<file path="src/design/csc_pkg.sv">
// constants for the status flags and system control register bank
package csc_pkg;
	// ------------------------------------------------------------
	// data memory addresses of the bank
	// ------------------------------------------------------------
	localparam logic [7:0] FLAGS_ADDR = 8'h0A;
	localparam logic [7:0] PORT_DATA_ADDR = 8'h10;
	localparam logic [7:0] PORT_DIR_ADDR = 8'h11;
	localparam logic [7:0] SYSTEM_CONTROL_ZERO_ADDR = 8'h1A;
	// ------------------------------------------------------------
	// flag register fields
	// ------------------------------------------------------------
	localparam int FLAG_C = 0;
	localparam int FLAG_HC = 1;
	localparam int FLAG_Z = 2;
	localparam int FLAG_OV = 3;
	localparam int FLAG_PDF = 4;
	localparam int FLAG_TO = 5;
	localparam logic [7:0] FLAGS_WR_MASK = 8'h0F;
	localparam logic [7:0] FLAGS_RD_MASK = 8'h3F;
	// ------------------------------------------------------------
	// system control zero fields
	// ------------------------------------------------------------
	localparam int CT_CLOCK_MODE_SELECT = 0;
	localparam int CT_XPWR = 1;
	localparam int CT_DIVPIN = 2;
	localparam int CT_PWM0 = 3;
	localparam int CT_PWM1 = 4;
	localparam int CT_PWM_MODE_SELECT = 5;
	localparam int CT_DIVSRC = 6;
	localparam int CT_PINMAP = 7;
	localparam logic [7:0] SYSTEM_CONTROL_ZERO_RESET = 8'h00;
	localparam logic [7:0] PORT_DIR_RESET = 8'hFF;
	localparam logic [7:0] PORT_DATA_RESET = 8'h00;
	localparam logic [7:0] ZERO_BYTE = 8'h00;
	localparam logic [7:0] BIT_ONE = 8'h01;
	// ------------------------------------------------------------
	// alu operation codes; all but CSC_OP_NONE touch the flags
	// ------------------------------------------------------------
	typedef enum logic [2:0] {
		CSC_OP_NONE = 3'b000,
		CSC_OP_ADD = 3'b001,
		CSC_OP_SUB = 3'b010,
		CSC_OP_LOGIC = 3'b011,
		CSC_OP_RLC = 3'b100,
		CSC_OP_RRC = 3'b101
	} csc_op_e;
endpackage

</file>
<file path="src/design/csc_port_bank.sv">
// port data and direction registers with bit set/clear access
`timescale 1ns/1ps
module csc_port_bank (
	input wire logic clock_i,
	input wire logic rstn_i,
	input wire logic dir_we_i,
	input wire logic data_we_i,
	input wire logic bit_op_i,
	input wire logic bit_val_i,
	input wire logic [2:0] bit_sel_i,
	input wire logic [7:0] wdata_i,
	input wire logic [7:0] pin_i,
	output logic [7:0] dir_o,
	output logic [7:0] data_o,
	output logic [7:0] pin_rd_o
);
	import csc_pkg::*;

	typedef struct packed {
		logic [7:0] dir;
		logic [7:0] data;
		logic [7:0] s1;
		logic [7:0] s2;
		logic [7:0] s3;
		logic [7:0] pin;
	} csc_port_s;

	csc_port_s st;
	csc_port_s next_st;

	// single-bit write keeps every other bit
	function automatic logic [7:0] merge(input logic [7:0] old, input logic [7:0] wd,
		input logic bop, input logic bv, input logic [2:0] sel);
		logic [7:0] m;
		m = BIT_ONE << sel;
		if (bop) begin
			merge = bv ? (old | m) : (old & ~m);
		end else begin
			merge = wd;
		end
	endfunction

	always_comb begin
		next_st = st;
		next_st.s1 = pin_i;
		next_st.s2 = st.s1;
		next_st.s3 = st.s2;
		// a pin change counts only once two stages agree
		for (int i = 0; i < 8; i++) begin
			if (st.s2[i] == st.s3[i]) begin
				next_st.pin[i] = st.s3[i];
			end
		end
		if (dir_we_i) begin
			next_st.dir = merge(st.dir, wdata_i, bit_op_i, bit_val_i, bit_sel_i);
		end
		if (data_we_i) begin
			next_st.data = merge(st.data, wdata_i, bit_op_i, bit_val_i, bit_sel_i);
		end
	end

	always_ff @(posedge clock_i) begin
		if (!rstn_i) begin
			st <= '{dir: PORT_DIR_RESET, data: PORT_DATA_RESET, s1: ZERO_BYTE, s2: ZERO_BYTE,
				s3: ZERO_BYTE, pin: ZERO_BYTE};
		end else begin
			st <= next_st;
		end
	end

	assign dir_o = st.dir;
	assign data_o = st.data;
	assign pin_rd_o = st.pin;

	chk_bitop_keeps: assert property (@(posedge clock_i) disable iff (!rstn_i)
		dir_we_i && bit_op_i |=> (dir_o & ~(BIT_ONE << $past(bit_sel_i))) ==
		($past(dir_o) & ~(BIT_ONE << $past(bit_sel_i)))) else $error("bit op disturbed dir");
endmodule // csc_port_bank

</file>
<file path="src/design/csc_flag_alu.sv">
// combinational flag computation for alu results
`timescale 1ns/1ps
module csc_flag_alu (
	input wire csc_pkg::csc_op_e op_i,
	input wire logic [7:0] a_i,
	input wire logic [7:0] b_i,
	input wire logic carry_i,
	output logic [7:0] result_o,
	output logic c_o,
	output logic hc_o,
	output logic ov_o,
	output logic z_o,
	output logic arith_o
);
	import csc_pkg::*;

	logic [8:0] sum;
	logic [4:0] lo;
	logic c7;

	always_comb begin
		sum = '0;
		lo = '0;
		c7 = 1'b0;
		result_o = ZERO_BYTE;
		c_o = carry_i;
		hc_o = 1'b0;
		ov_o = 1'b0;
		arith_o = 1'b0;
		case (op_i)
			CSC_OP_ADD, CSC_OP_SUB: begin
				// subtract as a + ~b + 1, so carry set means no borrow
				sum = {1'b0, a_i} + {1'b0, (op_i == CSC_OP_SUB) ? ~b_i : b_i}
					+ {8'h00, op_i == CSC_OP_SUB};
				lo = {1'b0, a_i[3:0]} + {1'b0, (op_i == CSC_OP_SUB) ? ~b_i[3:0] : b_i[3:0]}
					+ {4'h0, op_i == CSC_OP_SUB};
				c7 = a_i[7] ^ ((op_i == CSC_OP_SUB) ? ~b_i[7] : b_i[7]) ^ sum[7];
				result_o = sum[7:0];
				c_o = sum[8];
				hc_o = lo[4];
				ov_o = c7 ^ sum[8];
				arith_o = 1'b1;
			end
			CSC_OP_LOGIC: begin
				result_o = a_i & b_i;
			end
			CSC_OP_RLC: begin
				result_o = {a_i[6:0], carry_i};
				c_o = a_i[7];
			end
			CSC_OP_RRC: begin
				result_o = {carry_i, a_i[7:1]};
				c_o = a_i[0];
			end
			default: begin
				result_o = ZERO_BYTE;
			end
		endcase
		z_o = (result_o == ZERO_BYTE);
	end
endmodule // csc_flag_alu

</file>
<file path="src/design/csc_bank.sv">
// status flags, system control zero and port register bank
`timescale 1ns/1ps

// ------------------------------------------------------------
// bank top
// ------------------------------------------------------------
// Summary of operation
// - flag bits 7 and 6 always read zero.
// - watchdog timeout sets its flag; power-up, watchdog clear or halt clear it.
// - halt sets power-down flag; power-up or watchdog clear clear it.
// - overflow flag is carry into msb xor carry out.
// - zero flag reflects a zero result.
// - half carry flag is low nibble carry, or no nibble borrow.
// - carry flag is carry out, or no borrow.
// - rotate-through-carry updates carry using it as ninth bit.
// - direction bit one makes a pin input, zero output.
// - single port bits may be set or cleared alone.
// - pin direction may change any time by writing its bit.
// - pin map bit moves interrupt, timer input, divider out to alternate pins.
// - divider source bit picks timer 0 or timer 1.
// - pwm1 function bit puts pwm1 on its shared pin.
// - pwm0 function bit puts pwm0 on its shared pin.
// - crystal power bit picks quick start or low power.
// - clock mode bit picks fast rc or crystal, stopping fast rc.
// - clock mode bit acts only with combined oscillator option.
// - any pwm output selected forces timer clock from system clock.
// - writes to flag register leave timeout and power-down flags alone.
module csc_bank (
	input wire logic clock_i,
	input wire logic rstn_i,
	input wire logic [7:0] addr_i,
	input wire logic [7:0] wdata_i,
	input wire logic wr_i,
	input wire logic rd_i,
	input wire logic bit_op_i,
	input wire logic bit_val_i,
	input wire logic [2:0] bit_sel_i,
	input wire csc_pkg::csc_op_e alu_op_i,
	input wire logic [7:0] alu_a_i,
	input wire logic [7:0] alu_b_i,
	input wire logic wdt_timeout_i,
	input wire logic wdt_clear_i,
	input wire logic halt_i,
	input wire logic osc_opt_combined_i,
	input wire logic [7:0] pin_i,
	input wire logic [7:0] pwm_mod_i,
	output logic [7:0] rdata_o,
	output logic [7:0] alu_result_o,
	output logic [7:0] pin_o,
	output logic [7:0] pin_oe_o,
	output logic alt_pin_map_o,
	output logic divider_from_timer1_o,
	output logic pwm_mode_7p1_o,
	output logic crystal_low_power_o,
	output logic sysclk_from_crystal_o,
	output logic fast_rc_stop_o,
	output logic timer_clk_from_sys_o
);
	import csc_pkg::*;

	// pin positions of shared functions on the 8-bit port
	localparam int PIN_DIV = 1;
	localparam int PIN_DIV_ALT = 3;
	localparam int PIN_PWM0 = 6;
	localparam int PIN_PWM1 = 7;

	typedef struct packed {
		logic [5:0] flags;
		logic [7:0] ctrl;
		logic [7:0] rdata;
		logic [7:0] result;
		logic [7:0] pin;
		logic [7:0] oe;
		logic alt_map;
		logic div_t1;
		logic mode71;
		logic xlp;
		logic clk_xtal;
		logic rc_stop;
		logic tclk_sys;
		logic [2:0] pwm_cnt;
	} csc_bank_s;

	csc_bank_s st;
	csc_bank_s next_st;

	logic [7:0] port_dir;
	logic [7:0] port_data;
	logic [7:0] port_pins;
	logic [7:0] alu_res;
	logic alu_c;
	logic alu_hc;
	logic alu_ov;
	logic alu_z;
	logic alu_arith;
	logic wr_flags;
	logic wr_ctrl;
	logic [7:0] bit_mask;
	logic [7:0] flags_wr;
	logic [7:0] drive;
	logic div_out;

	// ------------------------------------------------------------
	// helpers
	// ------------------------------------------------------------
	function automatic logic hit(input logic [7:0] a, input logic [7:0] reg_addr);
		hit = (a == reg_addr);
	endfunction

	function automatic logic [7:0] bitwrite(input logic [7:0] old, input logic [7:0] wd,
		input logic bop, input logic bv, input logic [7:0] m);
		if (bop) begin
			bitwrite = bv ? (old | m) : (old & ~m);
		end else begin
			bitwrite = wd;
		end
	endfunction

	assign bit_mask = BIT_ONE << bit_sel_i;
	assign wr_flags = wr_i && hit(addr_i, FLAGS_ADDR);
	assign wr_ctrl = wr_i && hit(addr_i, SYSTEM_CONTROL_ZERO_ADDR);
	assign flags_wr = bitwrite({2'b00, st.flags}, wdata_i, bit_op_i, bit_val_i, bit_mask);

	// ------------------------------------------------------------
	// submodules
	// ------------------------------------------------------------
	csc_port_bank u_port (
		.clock_i(clock_i),
		.rstn_i(rstn_i),
		.dir_we_i(wr_i && hit(addr_i, PORT_DIR_ADDR)),
		.data_we_i(wr_i && hit(addr_i, PORT_DATA_ADDR)),
		.bit_op_i(bit_op_i),
		.bit_val_i(bit_val_i),
		.bit_sel_i(bit_sel_i),
		.wdata_i(wdata_i),
		.pin_i(pin_i),
		.dir_o(port_dir),
		.data_o(port_data),
		.pin_rd_o(port_pins)
	);

	csc_flag_alu u_alu (
		.op_i(alu_op_i),
		.a_i(alu_a_i),
		.b_i(alu_b_i),
		.carry_i(st.flags[FLAG_C]),
		.result_o(alu_res),
		.c_o(alu_c),
		.hc_o(alu_hc),
		.ov_o(alu_ov),
		.z_o(alu_z),
		.arith_o(alu_arith)
	);

	// the divider and pwm waveforms are produced elsewhere; a stand-in pattern is
	// built here from the selected source so pin routing can be observed
	assign div_out = st.ctrl[CT_DIVSRC] ? alu_a_i[1] : alu_a_i[0];

	// ------------------------------------------------------------
	// next state
	// ------------------------------------------------------------
	always_comb begin
		next_st = st;
		// software write first, so a hardware event in the same cycle wins
		if (wr_flags) begin
			next_st.flags[3:0] = flags_wr[3:0] & FLAGS_WR_MASK[3:0];
		end
		if (alu_op_i != CSC_OP_NONE) begin
			// rotates move only the carry, the zero flag keeps its value
			if (alu_arith || alu_op_i == CSC_OP_LOGIC) begin
				next_st.flags[FLAG_Z] = alu_z;
			end
			next_st.flags[FLAG_C] = alu_c;
			if (alu_arith) begin
				next_st.flags[FLAG_HC] = alu_hc;
				next_st.flags[FLAG_OV] = alu_ov;
			end
		end
		next_st.result = alu_res;
		// watchdog clear and halt clear, then timeout sets and wins
		if (wdt_clear_i) begin
			next_st.flags[FLAG_PDF] = 1'b0;
			next_st.flags[FLAG_TO] = 1'b0;
		end
		if (halt_i) begin
			next_st.flags[FLAG_PDF] = 1'b1;
			next_st.flags[FLAG_TO] = 1'b0;
		end
		if (wdt_timeout_i) begin
			next_st.flags[FLAG_TO] = 1'b1;
		end
		if (wr_ctrl) begin
			next_st.ctrl = bitwrite(st.ctrl, wdata_i, bit_op_i, bit_val_i, bit_mask);
		end
		// register read mux
		if (hit(addr_i, FLAGS_ADDR)) begin
			next_st.rdata = {2'b00, st.flags} & FLAGS_RD_MASK;
		end else if (hit(addr_i, SYSTEM_CONTROL_ZERO_ADDR)) begin
			next_st.rdata = st.ctrl;
		end else if (hit(addr_i, PORT_DIR_ADDR)) begin
			next_st.rdata = port_dir;
		end else if (hit(addr_i, PORT_DATA_ADDR)) begin
			// inputs read the pin, outputs read the latch
			next_st.rdata = (port_pins & port_dir) | (port_data & ~port_dir);
		end else begin
			next_st.rdata = ZERO_BYTE;
		end
		if (!rd_i) begin
			next_st.rdata = st.rdata;
		end
		// system control decode
		next_st.alt_map = st.ctrl[CT_PINMAP];
		next_st.div_t1 = st.ctrl[CT_DIVSRC];
		next_st.mode71 = st.ctrl[CT_PWM_MODE_SELECT];
		next_st.xlp = st.ctrl[CT_XPWR];
		next_st.clk_xtal = osc_opt_combined_i && st.ctrl[CT_CLOCK_MODE_SELECT];
		next_st.rc_stop = osc_opt_combined_i && st.ctrl[CT_CLOCK_MODE_SELECT];
		next_st.tclk_sys = st.ctrl[CT_PWM0] | st.ctrl[CT_PWM1];
		next_st.pwm_cnt = st.pwm_cnt + 3'd1;
		// pin drive: direction bit one means input
		drive = port_data;
		next_st.oe = ~port_dir;
		if (st.ctrl[CT_DIVPIN]) begin
			if (st.ctrl[CT_PINMAP]) begin
				drive[PIN_DIV_ALT] = div_out;
				next_st.oe[PIN_DIV_ALT] = 1'b1;
			end else begin
				drive[PIN_DIV] = div_out;
				next_st.oe[PIN_DIV] = 1'b1;
			end
		end
		if (st.ctrl[CT_PWM0]) begin
			// 7+1 dithers on the last bit, 6+2 on two bits
			drive[PIN_PWM0] = st.ctrl[CT_PWM_MODE_SELECT] ? pwm_mod_i[0] : pwm_mod_i[st.pwm_cnt[0]];
			next_st.oe[PIN_PWM0] = 1'b1;
		end
		if (st.ctrl[CT_PWM1]) begin
			drive[PIN_PWM1] = st.ctrl[CT_PWM_MODE_SELECT] ? pwm_mod_i[1] : pwm_mod_i[st.pwm_cnt[1]];
			next_st.oe[PIN_PWM1] = 1'b1;
		end
		next_st.pin = drive;
	end

	// ------------------------------------------------------------
	// registers
	// ------------------------------------------------------------
	always_ff @(posedge clock_i) begin
		if (!rstn_i) begin
			st <= '0;
			st.ctrl <= SYSTEM_CONTROL_ZERO_RESET;
		end else begin
			st <= next_st;
		end
	end

	assign rdata_o = st.rdata;
	assign alu_result_o = st.result;
	assign pin_o = st.pin;
	assign pin_oe_o = st.oe;
	assign alt_pin_map_o = st.alt_map;
	assign divider_from_timer1_o = st.div_t1;
	assign pwm_mode_7p1_o = st.mode71;
	assign crystal_low_power_o = st.xlp;
	assign sysclk_from_crystal_o = st.clk_xtal;
	assign fast_rc_stop_o = st.rc_stop;
	assign timer_clk_from_sys_o = st.tclk_sys;

	// ------------------------------------------------------------
	// checks
	// ------------------------------------------------------------
	chk_flag_top_zero: assert property (@(posedge clock_i) disable iff (!rstn_i)
		rd_i && addr_i == FLAGS_ADDR |=> rdata_o[7:6] == 2'b00) else $error("flag top bits set");
	chk_timeout_set: assert property (@(posedge clock_i) disable iff (!rstn_i)
		wdt_timeout_i ##1 rd_i && addr_i == FLAGS_ADDR |=> rdata_o[FLAG_TO]) else $error("timeout not set");
	chk_halt_pdf: assert property (@(posedge clock_i) disable iff (!rstn_i)
		halt_i |=> st.flags[FLAG_PDF] && (st.flags[FLAG_TO] == $past(wdt_timeout_i)))
		else $error("halt flags wrong");
	chk_clear_pdf: assert property (@(posedge clock_i) disable iff (!rstn_i)
		wdt_clear_i && !halt_i |=> !st.flags[FLAG_PDF]) else $error("pdf not cleared");
	chk_add_carry: assert property (@(posedge clock_i) disable iff (!rstn_i)
		alu_op_i == CSC_OP_ADD |=> st.flags[FLAG_C] == ($past({1'b0, alu_a_i}) + $past({1'b0, alu_b_i}) > 9'h0FF))
		else $error("add carry wrong");
	chk_zero_flag: assert property (@(posedge clock_i) disable iff (!rstn_i)
		alu_op_i inside {CSC_OP_ADD, CSC_OP_SUB, CSC_OP_LOGIC} |=> st.flags[FLAG_Z] == (alu_result_o == ZERO_BYTE))
		else $error("zero flag wrong");
	chk_write_keeps_sys: assert property (@(posedge clock_i) disable iff (!rstn_i)
		wr_flags && !wdt_timeout_i && !wdt_clear_i && !halt_i |=> $stable(st.flags[5:4]))
		else $error("write changed system flags");
	chk_clk_option: assert property (@(posedge clock_i) disable iff (!rstn_i)
		!osc_opt_combined_i |=> !sysclk_from_crystal_o && !fast_rc_stop_o) else $error("clock mode leaked");
	chk_pwm_tclk: assert property (@(posedge clock_i) disable iff (!rstn_i)
		st.ctrl[CT_PWM0] |=> timer_clk_from_sys_o) else $error("timer clock not system");
	chk_dir_oe: assert property (@(posedge clock_i) disable iff (!rstn_i)
		st.ctrl[CT_PWM1:CT_DIVPIN] == 3'b000 |=> pin_oe_o == ~$past(port_dir)) else $error("oe not from dir");
endmodule // csc_bank

</file>
<file path="config.mk">
export PLATFORM = sky130hd
export DESIGN_NAME = csc_bank
export DESIGN_NICKNAME = d
export VERILOG_FILES = /design/src/design/csc_pkg.sv /design/src/design/csc_port_bank.sv /design/src/design/csc_flag_alu.sv /design/src/design/csc_bank.sv
export SDC_FILE = /design/constraint.sdc
export NUM_CORES = 1
export LEC_CHECK = 0
export BUFFER_PORTS_ARGS = -buffer_cell sky130_fd_sc_hd__buf_4
export CAP_MARGIN = 20
export CORE_ASPECT_RATIO = 1.25
export CORE_MARGIN = 2
export CORE_UTILIZATION = 42
export CTS_CLUSTER_DIAMETER = 200
export CTS_CLUSTER_SIZE = 28
export DETAILED_ROUTE_END_ITERATION = 12
export SYNTH_ARGS = -nofsm -noshare
export SYNTH_HDL_FRONTEND = slang
export SYNTH_SLANG_ARGS = --single-unit
</file>
<file path="constraint.sdc">
create_clock -name clock_i -period 4.8 [get_ports clock_i]
set_clock_uncertainty 0.1 [all_clocks]
set_input_delay 0.96 -clock clock_i [delete_from_list [all_inputs] [get_ports clock_i]]
set_output_delay 0.96 -clock clock_i [all_outputs]
set_load 0.05 [all_outputs]
</file>
---- Word level (Yosys, flattened, before mapping) ----
Index checks and enable logic that the tools add are counted.
word-level totals
  bits in registers ....................... 103
  output and inout port bits .............. 39
cells by class
  add/subtract/negate cells ............... 5
  $lt $le $gt $ge ......................... 2
  equality and inequality tests ........... 18
  shifts and indexed selects .............. 1
  muxes and demuxes ....................... 47
  bitwise logic cells ..................... 21
  reduce and logical (&&, ||, !) cells .... 13
operator list
  cell                   count
  $mux W8                11
  $and A8 B8 Y8          6
  $or A8 B8 Y8           4
  $pmux W8 S4            1
  $mux W1                27
  $eq A8 B5 Y1 const B   3
  $not A8 Y8             3
  $mux W4                5
  $add A8 B8 Y9          1
  $add A9 B1 Y9          1
  $eq A1 B1 Y1           8
  $eq A8 B4 Y1 const B   1
  $logic_not A8 Y1       1
  $lt A1 B4 Y1 const B   2
  $shl A1 B3 Y8 const A  1
  $eq A3 B2 Y1 const B   2
  $eq A3 B3 Y1 const B   2
  $reduce_bool A3 Y1     2
  $add A4 B4 Y5          1
  $add A5 B1 Y5          1
  $logic_and A1 B1 Y1    5
  $and A4 B4 Y4          1
  $mux W2                2
  $ne A4 B1 Y1 const B   1
  12 further kinds       15

---- Longest topological paths before layout ----
  depth after elaboration ................. 9
  depth in mapped cells ................... 12
  gate-level depth less buffers ........... 10

---- Hierarchy ----
Synthesis repeated with hierarchy kept, for this count alone.
second synthesis, totals
  cells, all modules ...................... 625
  area, all modules ....................... 5552.8 µm²
modules (own cells, without submodules)
  module         times used  cells an instance  area an instance (µm²)
  csc_bank       1           304                2648.8
  csc_port_bank  1           212                2035.7
  csc_flag_alu   1           109                868.3

---- Least setup slack after synthesis ----
No wires, ideal clock.
  kind .................................... input to register
  start point ............................. input alu_op_i[1]
  end point ............................... register st[52] in the netlist's numbering
  setup time .............................. 0.101 ns
  arrival ................................. 3.736 ns
  required time ........................... 4.599 ns
  setup slack ............................. 0.863 ns
  stages .................................. 12
  cell sequence ........................... buf_2 > or3b_1 > clkbuf_1 > xnor2_1 > inv_1 > fa_1 > xor2_1 > o31ai_1 > a211oi_1 > o2111ai_1 > or3_1 > o41ai_1
on the way
  word-level cells in the longest chain between the ends .. 8
  elaborated cells on any way between the ends .. 16
ends and longest elaborated chain
  item                    line                                                        RTL
  start: declaration      csc_bank.sv:38                                              input wire csc_pkg::csc_op_e alu_op_i,
  $eq A3 B2 Y1            csc_flag_alu.sv:30, csc_flag_alu.sv:33, csc_flag_alu.sv:34
  $mux W8                 csc_flag_alu.sv:33                                          sum = {1'b0, a_i} + {1'b0, (op_i == CSC_OP_SUB) ? ~b_i : b_i}
  $add A8 B8 Y9           csc_flag_alu.sv:33
  $add A9 B1 Y9           csc_flag_alu.sv:34                                          + {8'h00, op_i == CSC_OP_SUB};
  $pmux W8 S4             csc_flag_alu.sv:30                                          case (op_i)
  $logic_not A8 Y1        csc_flag_alu.sv:59                                          z_o = (result_o == ZERO_BYTE);
  $mux W1                 csc_bank.sv:170                                             if (alu_arith || alu_op_i == CSC_OP_LOGIC) begin
  $mux W4 (*)             csc_bank.sv:168                                             if (alu_op_i != CSC_OP_NONE) begin
  end signal: assignment  csc_bank.sv:252                                             st <= next_st;
  end: declaration        csc_bank.sv:84                                              csc_bank_s st;
Mark *: on every way between the ends. The rest lies on a longest branch, timed or not.
A chain may end at the register's enable or synchronous reset.

---- Final worst setup path ----
  start point ............................. input alu_op_i[0]
  end point ............................... register st[52] in the netlist's numbering
Same word-level chain as after synthesis.

==> impl_metrics.env <==
export IMPL_fin_cells=773
export IMPL_p_int_w=0.00134
export IMPL_yosysUniqueCellTypes=60
export IMPL_p_sw_w=0.000479
export IMPL_setup_viol=0
export IMPL_tightest_slew_ps=848
export IMPL_port_buffers=96
export IMPL_postRouteAntennaNets=0
export IMPL_wl_per_cell_um=15.9
export IMPL_syn_inst=583
export IMPL_worstPathCellList="buf_4, or3b_1, xnor2_1, inv_1, fa_1, xor2_1, o31ai_1, a211oi_1, o2111ai_1, or3_1, o41ai_1"
export IMPL_r2r_cells=4
export IMPL_hold_path_class="flop to flop"
export IMPL_post_cts_buffers=0
export IMPL_synth_top_cell_by_area="dfxtp_1"
export IMPL_dp_hpwl_um=8960
export IMPL_p_seq_share_pct=48.4
export IMPL_rsz0062_at_grt="no"
export IMPL_numCtsBuffers=9
export IMPL_dpl_cell_count=757
export IMPL_drive_gt1_share_pct=20.0
export IMPL_gr_usage_met3_pct=3.97
export IMPL_postPlaceCellArea_mm2=0.00550
export IMPL_yosys_warnings=0
export IMPL_ff_latch_area_mm2=0.00204
export IMPL_combPwrFrac_pct=15.0
export IMPL_end_kind="flop"
export IMPL_rrSetupSlack_ps=3450
export IMPL_path_max_fanout=20
export IMPL_cp_arrival_ps=3960
export IMPL_vias=4129
export IMPL_start_kind="input pin"
export IMPL_area_delta_synth_final_pct=16.0
export IMPL_stdcell_area_mm2=0.00576
export IMPL_netlist_area_leader_share_pct=41.1
export IMPL_synth_flop_cell="dfxtp_1"
export IMPL_seq_area_frac_synth_pct=41.1
export IMPL_wl_um=12300
export IMPL_drtIter0Drc=184
export IMPL_cts_tree="done"
export IMPL_cts_root_buf="clkbuf_16"
export IMPL_overflow=0
export IMPL_multiInputGateArea_mm2=0.00247
export IMPL_htree_levels=3
export IMPL_setup_worst_path_end="st[52]$_SDFF_PN0_"
export IMPL_layout_nets=705
export IMPL_drcViolationCount=0
export IMPL_timing_rr_end="st[52]$_SDFF_PN0_"
export IMPL_irDropWorstVdd_uv=176
export IMPL_yosys_register_bits=102
export IMPL_cpMaxStageDelayCell="or3b_1"
export IMPL_grt_use_met2_pct=33.8
export IMPL_synthTopCellsByCount="102 x dfxtp_1, 65 x nand2_1, 44 x nor2_1, 40 x a21oi_1, 40 x o21ai_0"
export IMPL_power_density_mw_per_mm2=315
export IMPL_clockPowerShare_pct=36.6
export IMPL_avgSynthCellArea_um2=8.52
export IMPL_die_h_um=126
export IMPL_cts_sinks=102
export IMPL_via_per_inst=5.34
export IMPL_setup_tns_final_ps=0
export IMPL_critPathKind="input pin to flop"
export IMPL_grt_total_usage_pct=19.7
export IMPL_post_route_period_util_pct=79.6
export IMPL_grt_max_degree=53
export IMPL_post_cts_resized=0
export IMPL_run_status="completed"
export IMPL_synth_edf_count=0
export IMPL_cp_data_required_time_ps=4940
export IMPL_antenna_found_initial=0
export IMPL_syn_cell_area_mm2=0.00497
export IMPL_hold_viol_final=0
export IMPL_place_congestion=0.825
export IMPL_cap_violations=0
export IMPL_first_global_vias=3995
export IMPL_core_area_mm2=0.0116
export IMPL_dieArea_mm2=0.0127
export IMPL_timing_rr_start="st[50]$_SDFFE_PN0P_"
export IMPL_insertion_delay_ps=340
export IMPL_leakage_nw=2.39
export IMPL_crit_path_start="alu_op_i[0]"
export IMPL_row_count=44
export IMPL_drtPass1Iterations=5
export IMPL_die_w_um=101
export IMPL_grt_pass1_wl_um=19900
export IMPL_cts_hold_buffers_added=0
export IMPL_yosysMostFrequentCell="dfxtp_1"
export IMPL_antenna_cells=0
export IMPL_pin_count=103
export IMPL_slew_violations=0
export IMPL_async_flop_share_pct=0
export IMPL_relSlewSlack_pct=43.5
export IMPL_cpPeakStageDelay_ps=530
export IMPL_n_fill_cell=1102
export IMPL_syn_nets=658
export IMPL_period_needed_ps=3820
export IMPL_top_usage_layer="met2"
export IMPL_max_freq_mhz=262
export IMPL_synth_top_cells_by_area="dfxtp_1 41%, buf_4 5.1%, nand2_1 4.9%"
export IMPL_whs_ps=332
export IMPL_use_met1_pct=24.2
export IMPL_swShare_pct=26.4
export IMPL_clk_pin_slew_ps=70
export IMPL_clk_path_buf_depth=2
export IMPL_initial_core_util_pct=43.0
==> worst min-delay path by stage <==
stage                                  startpoint                            end  slack [ps]  cells after the start
floorplan           u_port.next_st[18]$_SDFF_PN0_  u_port.next_st[10]$_SDFF_PN0_         310                      1
global placement    u_port.next_st[23]$_SDFF_PN0_  u_port.next_st[15]$_SDFF_PN0_         320                      1
detailed placement  u_port.next_st[19]$_SDFF_PN0_  u_port.next_st[11]$_SDFF_PN0_         320                      1
CTS                 u_port.next_st[19]$_SDFF_PN0_  u_port.next_st[11]$_SDFF_PN0_         330                      1
global route        u_port.next_st[16]$_SDFF_PN0_   u_port.next_st[8]$_SDFF_PN0_         350                      1
finish              u_port.next_st[17]$_SDFF_PN0_   u_port.next_st[9]$_SDFF_PN0_         330                      1
==> final cells by class <==
type | count | share of cell area (%)
clock buffer | 12 | 4.10
clock inverter | 4 | 0.543
inverter | 19 | 1.24
multi-input combinational | 400 | 42.9
timing repair buffer | 98 | 12.8
tap | 138 | 3.00
sequential | 102 | 35.4
==> cells in the final DEF, fill, tap and decap left out, types with 4 or more instances in the layout <==
cell type / netlist / final
o22ai_1: 7 / 7
ha_1: 10 / 10
mux2_2: 7 / 7
nor3_1: 11 / 11
nor2b_1: 13 / 13
a21o_1: 5 / 5
nand2b_1: 10 / 10
a211oi_1: 7 / 7
nand4_1: 10 / 10
nand3_1: 6 / 6
buf_4: 34 / 98
inv_1: 18 / 18
o21ai_0: 40 / 40
nor2_1: 44 / 44
xnor2_1: 10 / 10
o211ai_1: 4 / 4
dfxtp_1: 102 / 102
mux2i_1: 20 / 20
o2111ai_1: 4 / 4
a21oi_1: 40 / 40
clkbuf_16: 0 / 9
nand2_1: 65 / 65
and2_1: 35 / 35
==> power groups by stage <==
stage	Combinational, W	Clock [W]	Sequential [W]
after floorplan	0.000191	0	0.000894
final	0.000272	0.000665	0.000878
after global placement	0.000269	0	0.000897
after CTS	0.000274	0.000683	0.000878
after detailed placement	0.000273	0	0.000897
after global routing	0.000298	0.000712	0.000880
==> kinds of logic after synthesis <==
logic type | Yosys count | synth area share (%)
buf+inv | 81 | 9.09
simple gates | 208 | 20.9
flops | 102 | 41.1
mux | 27 | 5.62
fa+ha+maj | 11 | 2.92
xor+xnor | 13 | 2.29
compound gates | 141 | 18.1
==> worst max-delay path: cells and delay by family <==
family | cells | cell delay (ps)
xor+xnor | 2 | 500
fa+ha+maj | 1 | 430
simple gates | 2 | 930
buf+inv | 2 | 270
compound gates | 4 | 860
==> routing by layer <==
metal	part of all wire (%)	routed length [um]	vias to the layer above
met1	42	5190	1884
met2	50	6110	136
li1	-	-	2085
met3	5.4	658	24
met5	0	0	-
met4	2.7	338	0
==> through the flow <==
step / utilization, % / worst slack [ps] / total power (W)
final: 49.8 / 980 / 0.00181
after global routing: 49.8 / 772 / 0.00189
after global placement: 47.5 / 667 / 0.00117
after CTS: 49.8 / 1000 / 0.00184
after detailed placement: 47.5 / 637 / 0.00117
after floorplan: - / 863 / 0.00108
(Power assumes the default switching activity.)
